===== src/inc/tmon_pkg.sv =====
/*
  Telemetry threshold monitor package: register map, field layout,
  reset values, timing counts, carrier and state types.
  Assumes one 20 MHz aclk and an AXI4-Lite slave port with 32-bit data.
*/
package tmon_pkg;
  // ==========================================
  // register map and field layout
  localparam int          ADDR_W      = 6;
  localparam logic [5:0]  OFF_PWR     = 6'h00;
  localparam logic [5:0]  OFF_PTH     = 6'h04;
  localparam logic [5:0]  OFF_TTH0    = 6'h08;
  localparam logic [5:0]  OFF_TTH1    = 6'h0C;
  localparam logic [5:0]  OFF_VTH0    = 6'h10;
  localparam logic [5:0]  OFF_VTH1    = 6'h14;
  localparam logic [5:0]  OFF_TRD     = 6'h18;
  localparam logic [5:0]  OFF_VRD     = 6'h1C;
  localparam logic [5:0]  OFF_STAT    = 6'h20;
  localparam logic [5:0]  OFF_CFG     = 6'h24;
  localparam logic [5:0]  OFF_STST    = 6'h28;
  localparam int          HI_POS      = 16;
  localparam logic [1:0]  RESP_OKAY   = 2'h0;
  localparam logic [1:0]  RESP_SLVERR = 2'h2;

  // ==========================================
  // reset values
  localparam logic [10:0] PWR_TRIP_RST  = 11'h258;
  localparam logic [10:0] PWR_REL_RST   = 11'h1F4;
  localparam logic [8:0]  TEMP_WARN_RST = 9'h12C;
  localparam logic [8:0]  TEMP_SD_RST   = 9'h152;
  localparam logic [8:0]  VOUT_UV_RST   = 9'h058;
  localparam logic [8:0]  VOUT_OV_RST   = 9'h06D;
  localparam int          CFG_AUTOCLR   = 0;
  localparam int          CFG_PIN_EN    = 1;
  localparam int          CFG_SAFE_EN   = 2;
  localparam logic [2:0]  CFG_RST       = 3'h6;

  // ==========================================
  // scaling and timing
  localparam logic [31:0] PWR_LSB_UW = 32'h0000_4A24;
  localparam logic [31:0] PTH_LSB_UW = 32'h0004_93E0;
  localparam int          PWR_SHIFT  = 4;
  localparam int          VTH_SHIFT  = 3;
  localparam logic [8:0]  TEMP_HYST  = 9'h008;
  localparam int          CLK_NS     = 50;
  localparam int          DET_NS     = 65000;
  localparam int          FILT_NS    = 75000;
  localparam logic [10:0] DET_CYC    = 11'((DET_NS + CLK_NS - 1) / CLK_NS);
  localparam logic [10:0] FILT_CYC   = 11'((FILT_NS + CLK_NS - 1) / CLK_NS);
  localparam logic [4:0]  ST_WAIT    = 5'h14;

  // ==========================================
  // flag positions; monitor index equals flag index, plus the release timer
  localparam int           F_OP      = 0;
  localparam int           F_WARN    = 1;
  localparam int           F_SD      = 3;
  localparam int           F_PUV     = 5;
  localparam int           F_POV     = 7;
  localparam int           F_VUV     = 9;
  localparam int           F_VOV     = 11;
  localparam int           NFLAG     = 13;
  localparam int           M_REL     = 13;
  localparam int           NMON      = 14;
  localparam logic [12:0]  FAULT_MSK = 13'h1FF9;
  localparam logic [12:0]  SAFE_MSK  = 13'h01F8;

  // ==========================================
  // types
  typedef enum logic [2:0] {
    ST_IDLE = 3'b001,
    ST_UV   = 3'b010,
    ST_OV   = 3'b100
  } tmon_st_t;

  typedef struct packed {
    logic [9:0]       vin;
    logic [9:0]       iin;
    logic [1:0][8:0]  temp;
    logic [1:0][11:0] vout;
  } tmon_adc_t;

  typedef struct packed {
    logic                  aw_v;
    logic [5:0]            aw_a;
    logic                  w_v;
    logic [31:0]           w_d;
    logic [3:0]            w_s;
    logic                  b_v;
    logic [1:0]            b_r;
    logic                  r_v;
    logic [1:0]            r_r;
    logic [31:0]           r_d;
    logic [15:0]           pwr;
    logic [10:0]           trip;
    logic [10:0]           rel;
    logic [1:0][8:0]       warn_th;
    logic [1:0][8:0]       sd_th;
    logic [1:0][8:0]       uv_th;
    logic [1:0][8:0]       ov_th;
    logic [2:0]            cfg;
    logic [13:0][10:0]     cnt;
    logic [12:0]           flag;
    logic [12:0]           evt;
    logic                  foe;
    logic                  safe;
    logic [3:0]            sy1;
    logic [3:0]            sy2;
    logic [3:0]            sy3;
    logic [3:0]            lvl;
    tmon_st_t              st;
    logic [4:0]            st_cnt;
    logic                  uv_ok;
    logic                  ov_ok;
  } tmon_state_t;
endpackage


===== src/design/tmon_top.sv =====
/*
  Telemetry threshold monitor: input power product and over-power
  monitor, stage temperature, sense-pin voltage and output voltage
  monitors for two loops, sense-pin self-check, AXI4-Lite registers.
  Assumes ADC codes arrive on aclk; sense-pin comparators are async.
*/
// Decided for this implementation: the placing of the registers and the AXI4-Lite register port.
// Summary of operation
// (RULE_01) power readback is input voltage code times input current code, 16 bits; the code returns the product shifted right by PWR_SHIFT (4).
// (RULE_02) power at or above trip level past the delay sets over-power flag, fault.
// (RULE_03) power at or below release level past the delay releases; clearing per config.
// (RULE_04) power levels are 11-bit fields times 0.3 W, trip and release separate.
// (RULE_05) release field resets to 0x1F4, trip field resets to 0x258.
// (RULE_06) zero trip field disables the over-power monitor.
// (RULE_07) each loop's 9-bit stage temperature code is readable.
// (RULE_08) temperature at or above warning level past delay sets warning while present.
// (RULE_09) temperature at or above shutdown level past delay sets shutdown flag.
// (RULE_10) temperature levels are 9-bit fields in ADC steps, 8-step hysteresis; the code applies the hysteresis to the warning release only.
// (RULE_11) warning field resets to 0x12C, shutdown field to 0x152.
// (RULE_12) zero warning or shutdown field disables that temperature monitor.
// (RULE_13) sense pin low past the 75 us filter sets undervoltage flag.
// (RULE_14) sense pin high past the 75 us filter sets overvoltage flag.
// (RULE_15) a self-check forces both sense comparators and records the result.
// (RULE_16) each loop's 12-bit output voltage code is readable.
// (RULE_17) output at or below undervoltage limit past delay sets flag, fault.
// (RULE_18) output at or above overvoltage limit past delay sets flag, fault.
// (RULE_19) output limits are 9-bit fields times eight ADC steps.
// (RULE_20) undervoltage limit resets to 0x058, overvoltage limit to 0x06D.
// (RULE_21) zero output limit field disables that output monitor.
// (RULE_22) any monitor timer restarts when its condition drops early.
// (RULE_23) flags are readable; each new flag gives a one-cycle event.
`timescale 1ns/1ps
module tmon_top
  import tmon_pkg::*;
(
  input  wire logic              aclk,
  input  wire logic              aresetn,
  input  wire logic              awvalid,
  output logic                   awready,
  input  wire logic [ADDR_W-1:0] awaddr,
  input  wire logic              wvalid,
  output logic                   wready,
  input  wire logic [31:0]       wdata,
  input  wire logic [3:0]        wstrb,
  output logic                   bvalid,
  input  wire logic              bready,
  output logic [1:0]             bresp,
  input  wire logic              arvalid,
  output logic                   arready,
  input  wire logic [ADDR_W-1:0] araddr,
  output logic                   rvalid,
  input  wire logic              rready,
  output logic [31:0]            rdata,
  output logic [1:0]             rresp,
  input  wire tmon_adc_t         adc,
  input  wire logic [1:0]        cmp_uv,
  input  wire logic [1:0]        cmp_ov,
  output logic                   st_force_uv,
  output logic                   st_force_ov,
  output logic [NFLAG-1:0]       fault_event,
  output logic                   fault_o,
  output logic                   fault_oe,
  output logic                   safe_state
);

  tmon_state_t      s_r;
  tmon_state_t      s_nxt;
  logic [19:0]      prod;
  logic [NMON-1:0]  cond;
  logic [NMON-1:0]  qual;
  logic             st_start;
  logic             st_busy;

  // ==========================================
  // helpers
  function automatic logic [31:0] be_mask(input logic [3:0] b);
    return {{8{b[3]}}, {8{b[2]}}, {8{b[1]}}, {8{b[0]}}};
  endfunction

  function automatic logic [31:0] pwr_uw(input logic [15:0] p);
    return 32'(p) * PWR_LSB_UW;
  endfunction

  function automatic logic [31:0] pth_uw(input logic [10:0] f);
    return 32'(f) * PTH_LSB_UW;
  endfunction

  function automatic logic [11:0] vth(input logic [8:0] f);
    return 12'(f) << VTH_SHIFT;
  endfunction

  // sense-pin checks use the filter time, all others the detection delay
  function automatic logic [10:0] mon_lim(input int i);
    return (i >= F_PUV && i < F_VUV) ? FILT_CYC : DET_CYC;
  endfunction

  // bit 32 marks a mapped address
  function automatic logic [32:0] reg_rd(input logic [5:0] a);
    logic [32:0] v;
    v = {1'b1, 32'h0000_0000};
    case (a)
      OFF_PWR:            v[15:0] = s_r.pwr; // RULE_01
      OFF_PTH:            v[31:0] = {5'h00, s_r.rel, 5'h00, s_r.trip};
      OFF_TTH0, OFF_TTH1: v[31:0] = {7'h00, s_r.sd_th[a[2]], 7'h00, s_r.warn_th[a[2]]};
      OFF_VTH0, OFF_VTH1: v[31:0] = {7'h00, s_r.ov_th[a[2]], 7'h00, s_r.uv_th[a[2]]};
      OFF_TRD:            v[31:0] = {7'h00, adc.temp[1], 7'h00, adc.temp[0]}; // RULE_07
      OFF_VRD:            v[31:0] = {4'h0, adc.vout[1], 4'h0, adc.vout[0]}; // RULE_16
      OFF_STAT:           v[NFLAG-1:0] = s_r.flag; // RULE_23
      OFF_CFG:            v[2:0] = s_r.cfg;
      OFF_STST:           v[2:0] = {s_r.ov_ok, s_r.uv_ok, st_busy};
      default:            v = 33'h0_0000_0000;
    endcase
    return v;
  endfunction

  assign prod    = 20'(adc.vin) * 20'(adc.iin); // RULE_01
  assign st_busy = s_r.st != ST_IDLE;

  // ==========================================
  // next state
  always_comb begin
    logic [32:0]      rv;
    logic [31:0]      wd;
    logic [31:0]      m;
    logic [NFLAG-1:0] sw_clr;
    logic [NFLAG-1:0] gone;
    rv       = 33'h0_0000_0000;
    wd       = 32'h0000_0000;
    m        = 32'h0000_0000;
    sw_clr   = '0;
    gone     = '0;
    s_nxt    = s_r;
    st_start = 1'b0;
    cond     = '0;
    qual     = '0;

    // comparator levels change only once the last two stages agree
    s_nxt.sy1 = {cmp_ov, cmp_uv};
    s_nxt.sy2 = s_r.sy1;
    s_nxt.sy3 = s_r.sy2;
    for (int k = 0; k < 4; k++) begin
      if (s_r.sy2[k] == s_r.sy3[k]) begin
        s_nxt.lvl[k] = s_r.sy3[k];
      end
    end

    // ==========================================
    // monitor conditions
    s_nxt.pwr   = prod[PWR_SHIFT +: 16]; // RULE_01
    cond[F_OP]  = s_r.trip != 11'h000 && pwr_uw(s_r.pwr) >= pth_uw(s_r.trip); // RULE_02 RULE_04 RULE_06
    cond[M_REL] = s_r.trip != 11'h000 && pwr_uw(s_r.pwr) <= pth_uw(s_r.rel); // RULE_03 RULE_04
    for (int l = 0; l < 2; l++) begin
      cond[F_WARN+l] = s_r.warn_th[l] != 9'h000 && adc.temp[l] >= s_r.warn_th[l]; // RULE_08 RULE_10 RULE_12
      cond[F_SD+l]   = s_r.sd_th[l] != 9'h000 && adc.temp[l] >= s_r.sd_th[l]; // RULE_09 RULE_12
      // a self-check drives the comparators, so the pin monitors pause
      cond[F_PUV+l]  = !st_busy && s_r.lvl[l]; // RULE_13
      cond[F_POV+l]  = !st_busy && s_r.lvl[2+l]; // RULE_14
      cond[F_VUV+l]  = s_r.uv_th[l] != 9'h000 && adc.vout[l] <= vth(s_r.uv_th[l]); // RULE_17 RULE_19 RULE_21
      cond[F_VOV+l]  = s_r.ov_th[l] != 9'h000 && adc.vout[l] >= vth(s_r.ov_th[l]); // RULE_18 RULE_19 RULE_21
      gone[F_WARN+l] = s_r.warn_th[l] == 9'h000 ||
                       {1'b0, adc.temp[l]} + {1'b0, TEMP_HYST} < {1'b0, s_r.warn_th[l]}; // RULE_10
    end

    // ==========================================
    // qualification timers
    for (int i = 0; i < NMON; i++) begin
      if (!cond[i]) begin
        s_nxt.cnt[i] = 11'h000; // RULE_22
      end else if (s_r.cnt[i] == mon_lim(i)) begin
        qual[i] = 1'b1;
      end else begin
        s_nxt.cnt[i] = s_r.cnt[i] + 11'h001;
      end
    end

    if (s_r.cfg[CFG_AUTOCLR]) begin
      gone       = gone | (~cond[NFLAG-1:0] & FAULT_MSK); // RULE_09
      gone[F_OP] = qual[M_REL]; // RULE_03
    end

    // ==========================================
    // AXI4-Lite slave
    if (awvalid && !s_r.aw_v) begin
      s_nxt.aw_v = 1'b1;
      s_nxt.aw_a = awaddr;
    end
    if (wvalid && !s_r.w_v) begin
      s_nxt.w_v = 1'b1;
      s_nxt.w_d = wdata;
      s_nxt.w_s = wstrb;
    end
    if (s_r.b_v && bready) begin
      s_nxt.b_v = 1'b0;
    end
    // a new write waits until the previous response is taken
    if (s_r.aw_v && s_r.w_v && !s_r.b_v) begin
      rv         = reg_rd(s_r.aw_a);
      m          = be_mask(s_r.w_s);
      wd         = (rv[31:0] & ~m) | (s_r.w_d & m);
      s_nxt.aw_v = 1'b0;
      s_nxt.w_v  = 1'b0;
      s_nxt.b_v  = 1'b1;
      s_nxt.b_r  = rv[32] ? RESP_OKAY : RESP_SLVERR;
      case (s_r.aw_a)
        OFF_PTH: begin
          s_nxt.trip = wd[10:0];
          s_nxt.rel  = wd[HI_POS +: 11];
        end
        OFF_TTH0, OFF_TTH1: begin
          s_nxt.warn_th[s_r.aw_a[2]] = wd[8:0];
          s_nxt.sd_th[s_r.aw_a[2]]   = wd[HI_POS +: 9];
        end
        OFF_VTH0, OFF_VTH1: begin
          s_nxt.uv_th[s_r.aw_a[2]] = wd[8:0];
          s_nxt.ov_th[s_r.aw_a[2]] = wd[HI_POS +: 9];
        end
        OFF_STAT: sw_clr = s_r.w_d[NFLAG-1:0] & m[NFLAG-1:0];
        OFF_CFG:  s_nxt.cfg = wd[2:0];
        OFF_STST: st_start = wd[0] && !st_busy;
        default:  ;
      endcase
    end
    if (s_r.r_v && rready) begin
      s_nxt.r_v = 1'b0;
    end
    if (arvalid && !s_r.r_v) begin
      rv        = reg_rd(araddr);
      s_nxt.r_v = 1'b1;
      s_nxt.r_d = rv[31:0];
      s_nxt.r_r = rv[32] ? RESP_OKAY : RESP_SLVERR;
    end

    // ==========================================
    // flags, events, fault pin; a new detection beats a clear
    s_nxt.flag = (s_r.flag & ~(gone | sw_clr)) | qual[NFLAG-1:0]; // RULE_02 RULE_08 RULE_17 RULE_18
    s_nxt.evt  = qual[NFLAG-1:0] & ~s_r.flag; // RULE_23
    s_nxt.foe  = s_r.cfg[CFG_PIN_EN] && |(s_r.flag & FAULT_MSK); // RULE_02 RULE_17
    s_nxt.safe = s_r.cfg[CFG_SAFE_EN] && |(s_r.flag & SAFE_MSK); // RULE_09

    // ==========================================
    // sense-pin self-check
    s_nxt.st_cnt = s_r.st_cnt + 5'h01;
    unique case (s_r.st)
      ST_IDLE: begin
        s_nxt.st_cnt = 5'h00;
        if (st_start) begin
          s_nxt.st    = ST_UV; // RULE_15
          s_nxt.uv_ok = 1'b0;
          s_nxt.ov_ok = 1'b0;
        end
      end
      ST_UV: begin
        if (&s_r.lvl[1:0] || s_r.st_cnt == ST_WAIT) begin
          s_nxt.st     = ST_OV;
          s_nxt.uv_ok  = &s_r.lvl[1:0]; // RULE_15
          s_nxt.st_cnt = 5'h00;
        end
      end
      ST_OV: begin
        if (&s_r.lvl[3:2] || s_r.st_cnt == ST_WAIT) begin
          s_nxt.st    = ST_IDLE;
          s_nxt.ov_ok = &s_r.lvl[3:2]; // RULE_15
        end
      end
      default: s_nxt.st = ST_IDLE;
    endcase
  end

  // ==========================================
  // state register
  always_ff @(posedge aclk) begin
    if (!aresetn) begin
      s_r         <= '0;
      s_r.trip    <= PWR_TRIP_RST; // RULE_05
      s_r.rel     <= PWR_REL_RST;
      s_r.warn_th <= {2{TEMP_WARN_RST}}; // RULE_11
      s_r.sd_th   <= {2{TEMP_SD_RST}};
      s_r.uv_th   <= {2{VOUT_UV_RST}}; // RULE_20
      s_r.ov_th   <= {2{VOUT_OV_RST}};
      s_r.cfg     <= CFG_RST;
      s_r.st      <= ST_IDLE;
    end else begin
      s_r <= s_nxt;
    end
  end

  assign awready     = !s_r.aw_v;
  assign wready      = !s_r.w_v;
  assign bvalid      = s_r.b_v;
  assign bresp       = s_r.b_r;
  assign arready     = !s_r.r_v;
  assign rvalid      = s_r.r_v;
  assign rdata       = s_r.r_d;
  assign rresp       = s_r.r_r;
  assign fault_event = s_r.evt;
  assign fault_o     = 1'b0;
  assign fault_oe    = s_r.foe;
  assign safe_state  = s_r.safe;
  assign st_force_uv = s_r.st == ST_UV;
  assign st_force_ov = s_r.st == ST_OV;

  // ==========================================
  // assertions
  localparam int ST_SPAN = 2 * (int'(ST_WAIT) + 2);
endmodule


===== config.mk =====
export PLATFORM = sky130hd
export DESIGN_NAME = tmon_top
export DESIGN_NICKNAME = d
export VERILOG_FILES = /design/src/inc/tmon_pkg.sv /design/src/design/tmon_top.sv
export SDC_FILE = /design/constraint.sdc
export NUM_CORES = 2
export LEC_CHECK = 0
export BUFFER_PORTS_ARGS = -buffer_cell sky130_fd_sc_hd__buf_2
export CAP_MARGIN = 25
export CORE_ASPECT_RATIO = 1.25
export CORE_MARGIN = 8
export CORE_UTILIZATION = 55
export DETAILED_ROUTE_END_ITERATION = 10
export GPL_TIMING_DRIVEN = 0
export PLACE_DENSITY = 0.75
export SYNTH_ARGS = -nofsm -noshare
export SYNTH_HDL_FRONTEND = slang
export SYNTH_SLANG_ARGS = --single-unit

===== constraint.sdc =====
create_clock -name aclk -period 8.08 [get_ports aclk]
set_input_delay 1.212 -clock aclk [delete_from_list [all_inputs] [get_ports aclk]]
set_output_delay 1.212 -clock aclk [all_outputs]
set_load 0.03 [all_outputs]

Word level (Yosys, flattened, before mapping)

Cells that the tools add are included.

Register bits: 398
Latch bits: 0
RAM bits: 0
Memory bits (read-only): 0
Input port bits: 121
Output and inout port bits: 59
Memories: 0

$add $sub $neg: 17
Multipliers: 4
Div/mod/pow operators: 0
Order comparisons: 15
Eq/ne operators: 46
Shift operators: 0
Muxes and demuxes: 85
Bitwise logic cells: 14
Reductions and logical operators: 83

Operators by type and width:

| cell                     | number |
|---|---|
| $mux W9                  | 18 |
| $add A11 B1 Y11 const B  | 14 |
| $eq A11 B11 Y1 const B   | 14 |
| $pmux W10 S7             | 2 |
| $bwmux W18               | 4 |
| $reduce_bool A9 Y1       | 8 |
| $pmux W12 S5             | 1 |
| $pmux W11 S5             | 1 |
| $and A27 B27 Y27         | 2 |
| $pmux W3 S9              | 2 |
| $mul A11 B14 Y25 const B | 2 |
| $eq A6 B5 Y1 const B     | 8 |
| $reduce_and A2 Y1        | 20 |
| $and A13 B13 Y13         | 3 |
| $mux W13                 | 3 |
| $not A13 Y13             | 3 |
| $mux W1                  | 37 |
| $eq A6 B6 Y1 const B     | 6 |
| $ge A9 B9 Y1             | 4 |
| $mux W35                 | 1 |
| $reduce_or A11 Y1        | 3 |
| $ge A31 B30 Y1           | 1 |
| $le A31 B30 Y1           | 1 |
| $mul A16 B13 Y29 const B | 1 |
| other kinds (41)         | 105 |

Logic depth before layout (Yosys ltp)

Word-level depth: 11
Depth in mapped cells: 31
Gate-level depth less buffers: 30

Least setup slack after synthesis

Ideal clock, no wire load.

Kind: reg2reg
Start point: reg s_r[291] (netlist bit)
End point: reg s_r[197] (netlist bit)
Library setup time: 0.064 ns
Data arrival time: 6.521 ns
Required time: 8.016 ns
Slack: 1.495 ns
Cell stages (with the launch flop): 28
Cell sequence: dfxtp_1 > fa_1 > inv_1 > fa_1 > inv_1 > fa_1 > fa_1 > inv_1 > fa_1 > inv_1 > ha_1 > or3_1 > a31oi_1 > o311ai_0 > a31oi_1 > nor2b_1 > o21a_1 > o211a_1 > xnor2_1 > ha_1 > a21o_1 > a21oi_1 > o2111ai_1 > a211oi_1 > o22ai_1 > or2_2 > buf_2 > nor2_1

Word-level cells in the longest chain between the ends: 4

Ends and longest elaborated chain:

| what                               | line            | text |
|---|---|---|
| start: declaration                 | tmon_top.sv:66  | `tmon_state_t s_r;` |
| start signal: assignment           | tmon_top.sv:283 | `s_r <= s_nxt;` |
| $mul A11 B14 Y25                   | tmon_top.sv:85  | `return 32'(f) * PTH_LSB_UW;` |
| $le A31 B30 Y1                     | tmon_top.sv:151 | `cond[M_REL] = s_r.trip != 11'h000 && pwr_uw(s_r.pwr) <= pth_uw(s_r.rel);` |
| $logic_and A1 B1 Y1                | tmon_top.sv:151 |  |
| $reduce_and A2 Y1 (no source line) | -               |  |

No other way between the ends.
A chain may end at the register's enable or synchronous reset.

Worst setup path in the final report

Start point: reg s_r[291] (netlist bit)
End point: reg s_r[201] (netlist bit)

Same word-level chain as after synthesis.

==> results.txt <==
The flow ran to the end, and the final reports show no timing, DRC or antenna violations. From bottom edge to top edge, the die measures 287 um. The depth of the CTS H-tree came out at 2. In this run the cell area measured after placement is 34,200 sq um. Power comes to 10.1 mW. The number of I/O port buffers is 149.

The number of global-route vias before repair was 28,300. The post-CTS repair timing setup buffer count came out at 0. Setup repair after global routing left no endpoint under its margin. The standby leakage power is 16.8 nW. The mean post-synth cell area came out at 8.47 sq um. The final count of pins violating max slew came out at 0. In the synthesized netlist, the number of instances is 3,824. Counting along the longest clock path gives a buffer depth of 3.

The detailed-router iteration count before antenna repair came out at 9. The post-cts sizing count came out at 0. Among all cell types in the netlist, the one instantiated most often is ha_1. The die is 233 um wide. The maximum clock rate came out at between 100 and 150 MHz. In the post-synthesis netlist, the biggest area contributors are dfxtp_1 (24%), ha_1 (19%), fa_1 (10%).

The class of the most critical setup path is register to register. The post-DP HPWL is 83.0 mm. After routing the design area is 35,800 sq um.

The share of layout cells above drive strength 1 is 0.0806. The tightest min-delay check is of the register to register type. The worst setup path is captured at a register. The global placement routability congestion came out at just over 1. The clock latency on the worst-skew pair is ~600 ps. The most used routing layer is met2. In the final timing run, aggregate negative setup slack is 0 ps.

The I/O pin count came out at 180. The number of nets in the layout came out at 4,802. The combined global-route utilization of all metal layers is 0.302.

During synthesis, Yosys emitted a total of 0 warnings. The cell area power density is 283 nW/um^2. The clock tree from TritonCTS is built. The count of fill cells added during filler insertion came out at 5,143. The number of DRC markers in iteration 0 came out at 2,372. After floorplanning, the core was sized to cover 58,300 sq um. The met2 layer usage reported by global route came out at 0.508. The worst-case IR drop observed on VDD is 0.000423 V. Counting flops and latches in the post-synthesis netlist gives 389. Between clock sinks in the finished design, the worst skew comes to 44.4 ps. The die area came out at 67,000 sq um.

The post-synthesis cell area came out at 32,400 sq um. The number of CTS-inserted buffers came out at 42. The share of the synthesized area in the top cell type is 0.240.

The most common flop cell mapped by yosys is dfxtp_1. The final worst-path cycle share is 0.945. The count of endpoints failing hold in the final timing report is 0. The via count came out at between 20,000 and 30,000. Max-cap violations in this run came to 0. Counting flops with a built-in enable in the synthesized netlist gives 0. The number of antenna violations at the first check in global routing is 9. The largest fanout on the critical path is 10.

The DRC violation count after routing is 0. The endpoint required time on the critical path came out at 8610 ps. By count the netlist is led by ha_1 (485), inv_1 (457), dfxtp_1 (389).

Summed over all instances, the cell type with the most area after synthesis is dfxtp_1. The final number of setup-violating endpoints is 0. The global routing usage on met3 came out at 0.0467.

Measured against its own limit, the worst slew margin works out to 0.199. The count of different cell masters after synthesis came out at 82. Using the TritonRoute via totals, the vias-per-cell ratio works out to just under 6.

The sequential-to-total area share from yosys stat is 0.240. The number of rows created at floorplan came out at 99. After clock tree synthesis, the clock-pin slew on the worst setup and hold paths is 60 ps. The post-detailed-route wirelength per cell is 21.3 um.

The global-route wire length before repair came out at between 150 and 200 mm. The post-detailed-routing wire length came out at 103 mm. The CTS sink count is 389. The async set-or-reset flop fraction in the synthesized netlist came out at 0. The initial standard-cell utilization of the core came out at 0.555. The data arrival at the endpoint of the critical path is about 8200 ps. The shortest clock period the worst path allows after layout is 7630 ps.

In this run the clock root is driven by a clkbuf_16. The worst setup path is launched from a register. The pin count of the biggest net entering global routing is 15. The actual slew at the worst max-slew pin came out at 1200 ps.

The met1 routing resource usage after global routing came out at 0.362. After global routing the overflow that remains totals 0. The number of hold buffers added after cts is 0.

From synthesis to final layout, the design area changed by 10.4%. The remaining number of nets flagged by the antenna check after routing is 0.
critical path: stages, from the launching register on:
cell and delay (ps):
dfxtp_2 420, fa_1 650, inv_1 90, fa_1 550
inv_1 60, fa_1 450, fa_1 520, inv_1 60
fa_1 530, inv_1 50, ha_1 220, or3_1 340
a31oi_1 270, o311ai_0 210, a31oi_1 310, nor2b_1 80
o21a_1 190, o211a_1 230, xnor2_1 130, ha_1 290
a21o_1 180, a21oi_1 210, o2111ai_1 140, a211oi_1 580
o22ai_1 200, or2_2 340, buf_2 190, nor2_1 120
cell families after synthesis:
kind of cell / Yosys count / synth area share
simple gates: 1216 / 0.179
compound gates: 689 / 0.141
fa+ha+maj: 647 / 0.287
buf+inv: 637 / 0.0802
flops: 389 / 0.240
xor+xnor: 194 / 0.0525
mux: 51 / 0.0194
other cells: 1 / 0.000116
sequential cells by signal, indices dropped and copies added, names as in the netlist:
name / flops
safe_state: 1
rdata: 28
bvalid: 1
s_nxt: 8
rvalid: 1
rresp: 1
s_r: 334
fault_oe: 1
bresp: 1
fault_event: 13
metrics by stage:
stage / hold slack, ps / setup WS [ps] / util / cells
2_1_floorplan: 412 / 1490 / - / 3830
3_3_place_gp: 414 / 427 / 0.585 / 4736
3_5_place_dp: 422 / 377 / 0.585 / 4744
4_1_cts: 435 / 348 / 0.612 / 4821
5_1_grt: 452 / 98.0 / 0.613 / 4828
6_report: 433 / 448 / 0.613 / 4829
cell usage in the layout (no fill, tap or decap), types with 59 or more instances in the layout:
cell        n
and3_1     59
xor2_1    119
ha_1      485
and2_1     74
nand2_1   388
a21oi_1   215
a21o_1     62
dfxtp_1   383
o21ai_0   109
nor3_1     83
clkbuf_1  117
inv_1     457
nand3_1   106
fa_1      162
xnor2_1    75
nor2_1    304
buf_2     161
power breakdown:
group | internal [mW] | leakage, nW | switching [mW]
Sequential | 1.98 | 3.15 | 0.131
Clock | 1.31 | 0.749 | 0.862
Combinational | 2.37 | 12.9 | 3.48
area by class of cell:
cell class,instances,area [sq um],share of cell area
multi-input cells,2804,22000,0.616
flip-flops and latches,389,7790,0.218
inverters,458,1720,0.0481
clock buffers,60,1240,0.0346
well taps,757,947,0.0265
plain buffers,179,877,0.0245
repair buffers,160,823,0.0230
clock inverters,17,322,0.00899
diodes,5,12.5,0.000350
routing by layer:
layer	part of all wire	up-vias
li1	-	13500
met3	0.076	310
met4	0.067	8
met5	0.00054	-
met1	0.39	13600
met2	0.47	1117
final timing paths:
check / depth (start not counted) / end / startpoint / slack (ps)
setup / recovery: 27 / s_r[201]$_SDFFE_PN0P_ / s_r[291]$_SDFFE_PN1P_ / 450
hold / removal: 1 / s_nxt[15]$_SDFF_PN0_ / s_nxt[19]$_SDFF_PN0_ / 430
setup reg to reg: 27 / s_r[201]$_SDFFE_PN0P_ / s_r[291]$_SDFFE_PN1P_ / 450
hold reg to reg: 1 / s_nxt[15]$_SDFF_PN0_ / s_nxt[19]$_SDFF_PN0_ / 430
Power figures use the tool's default switching activity.
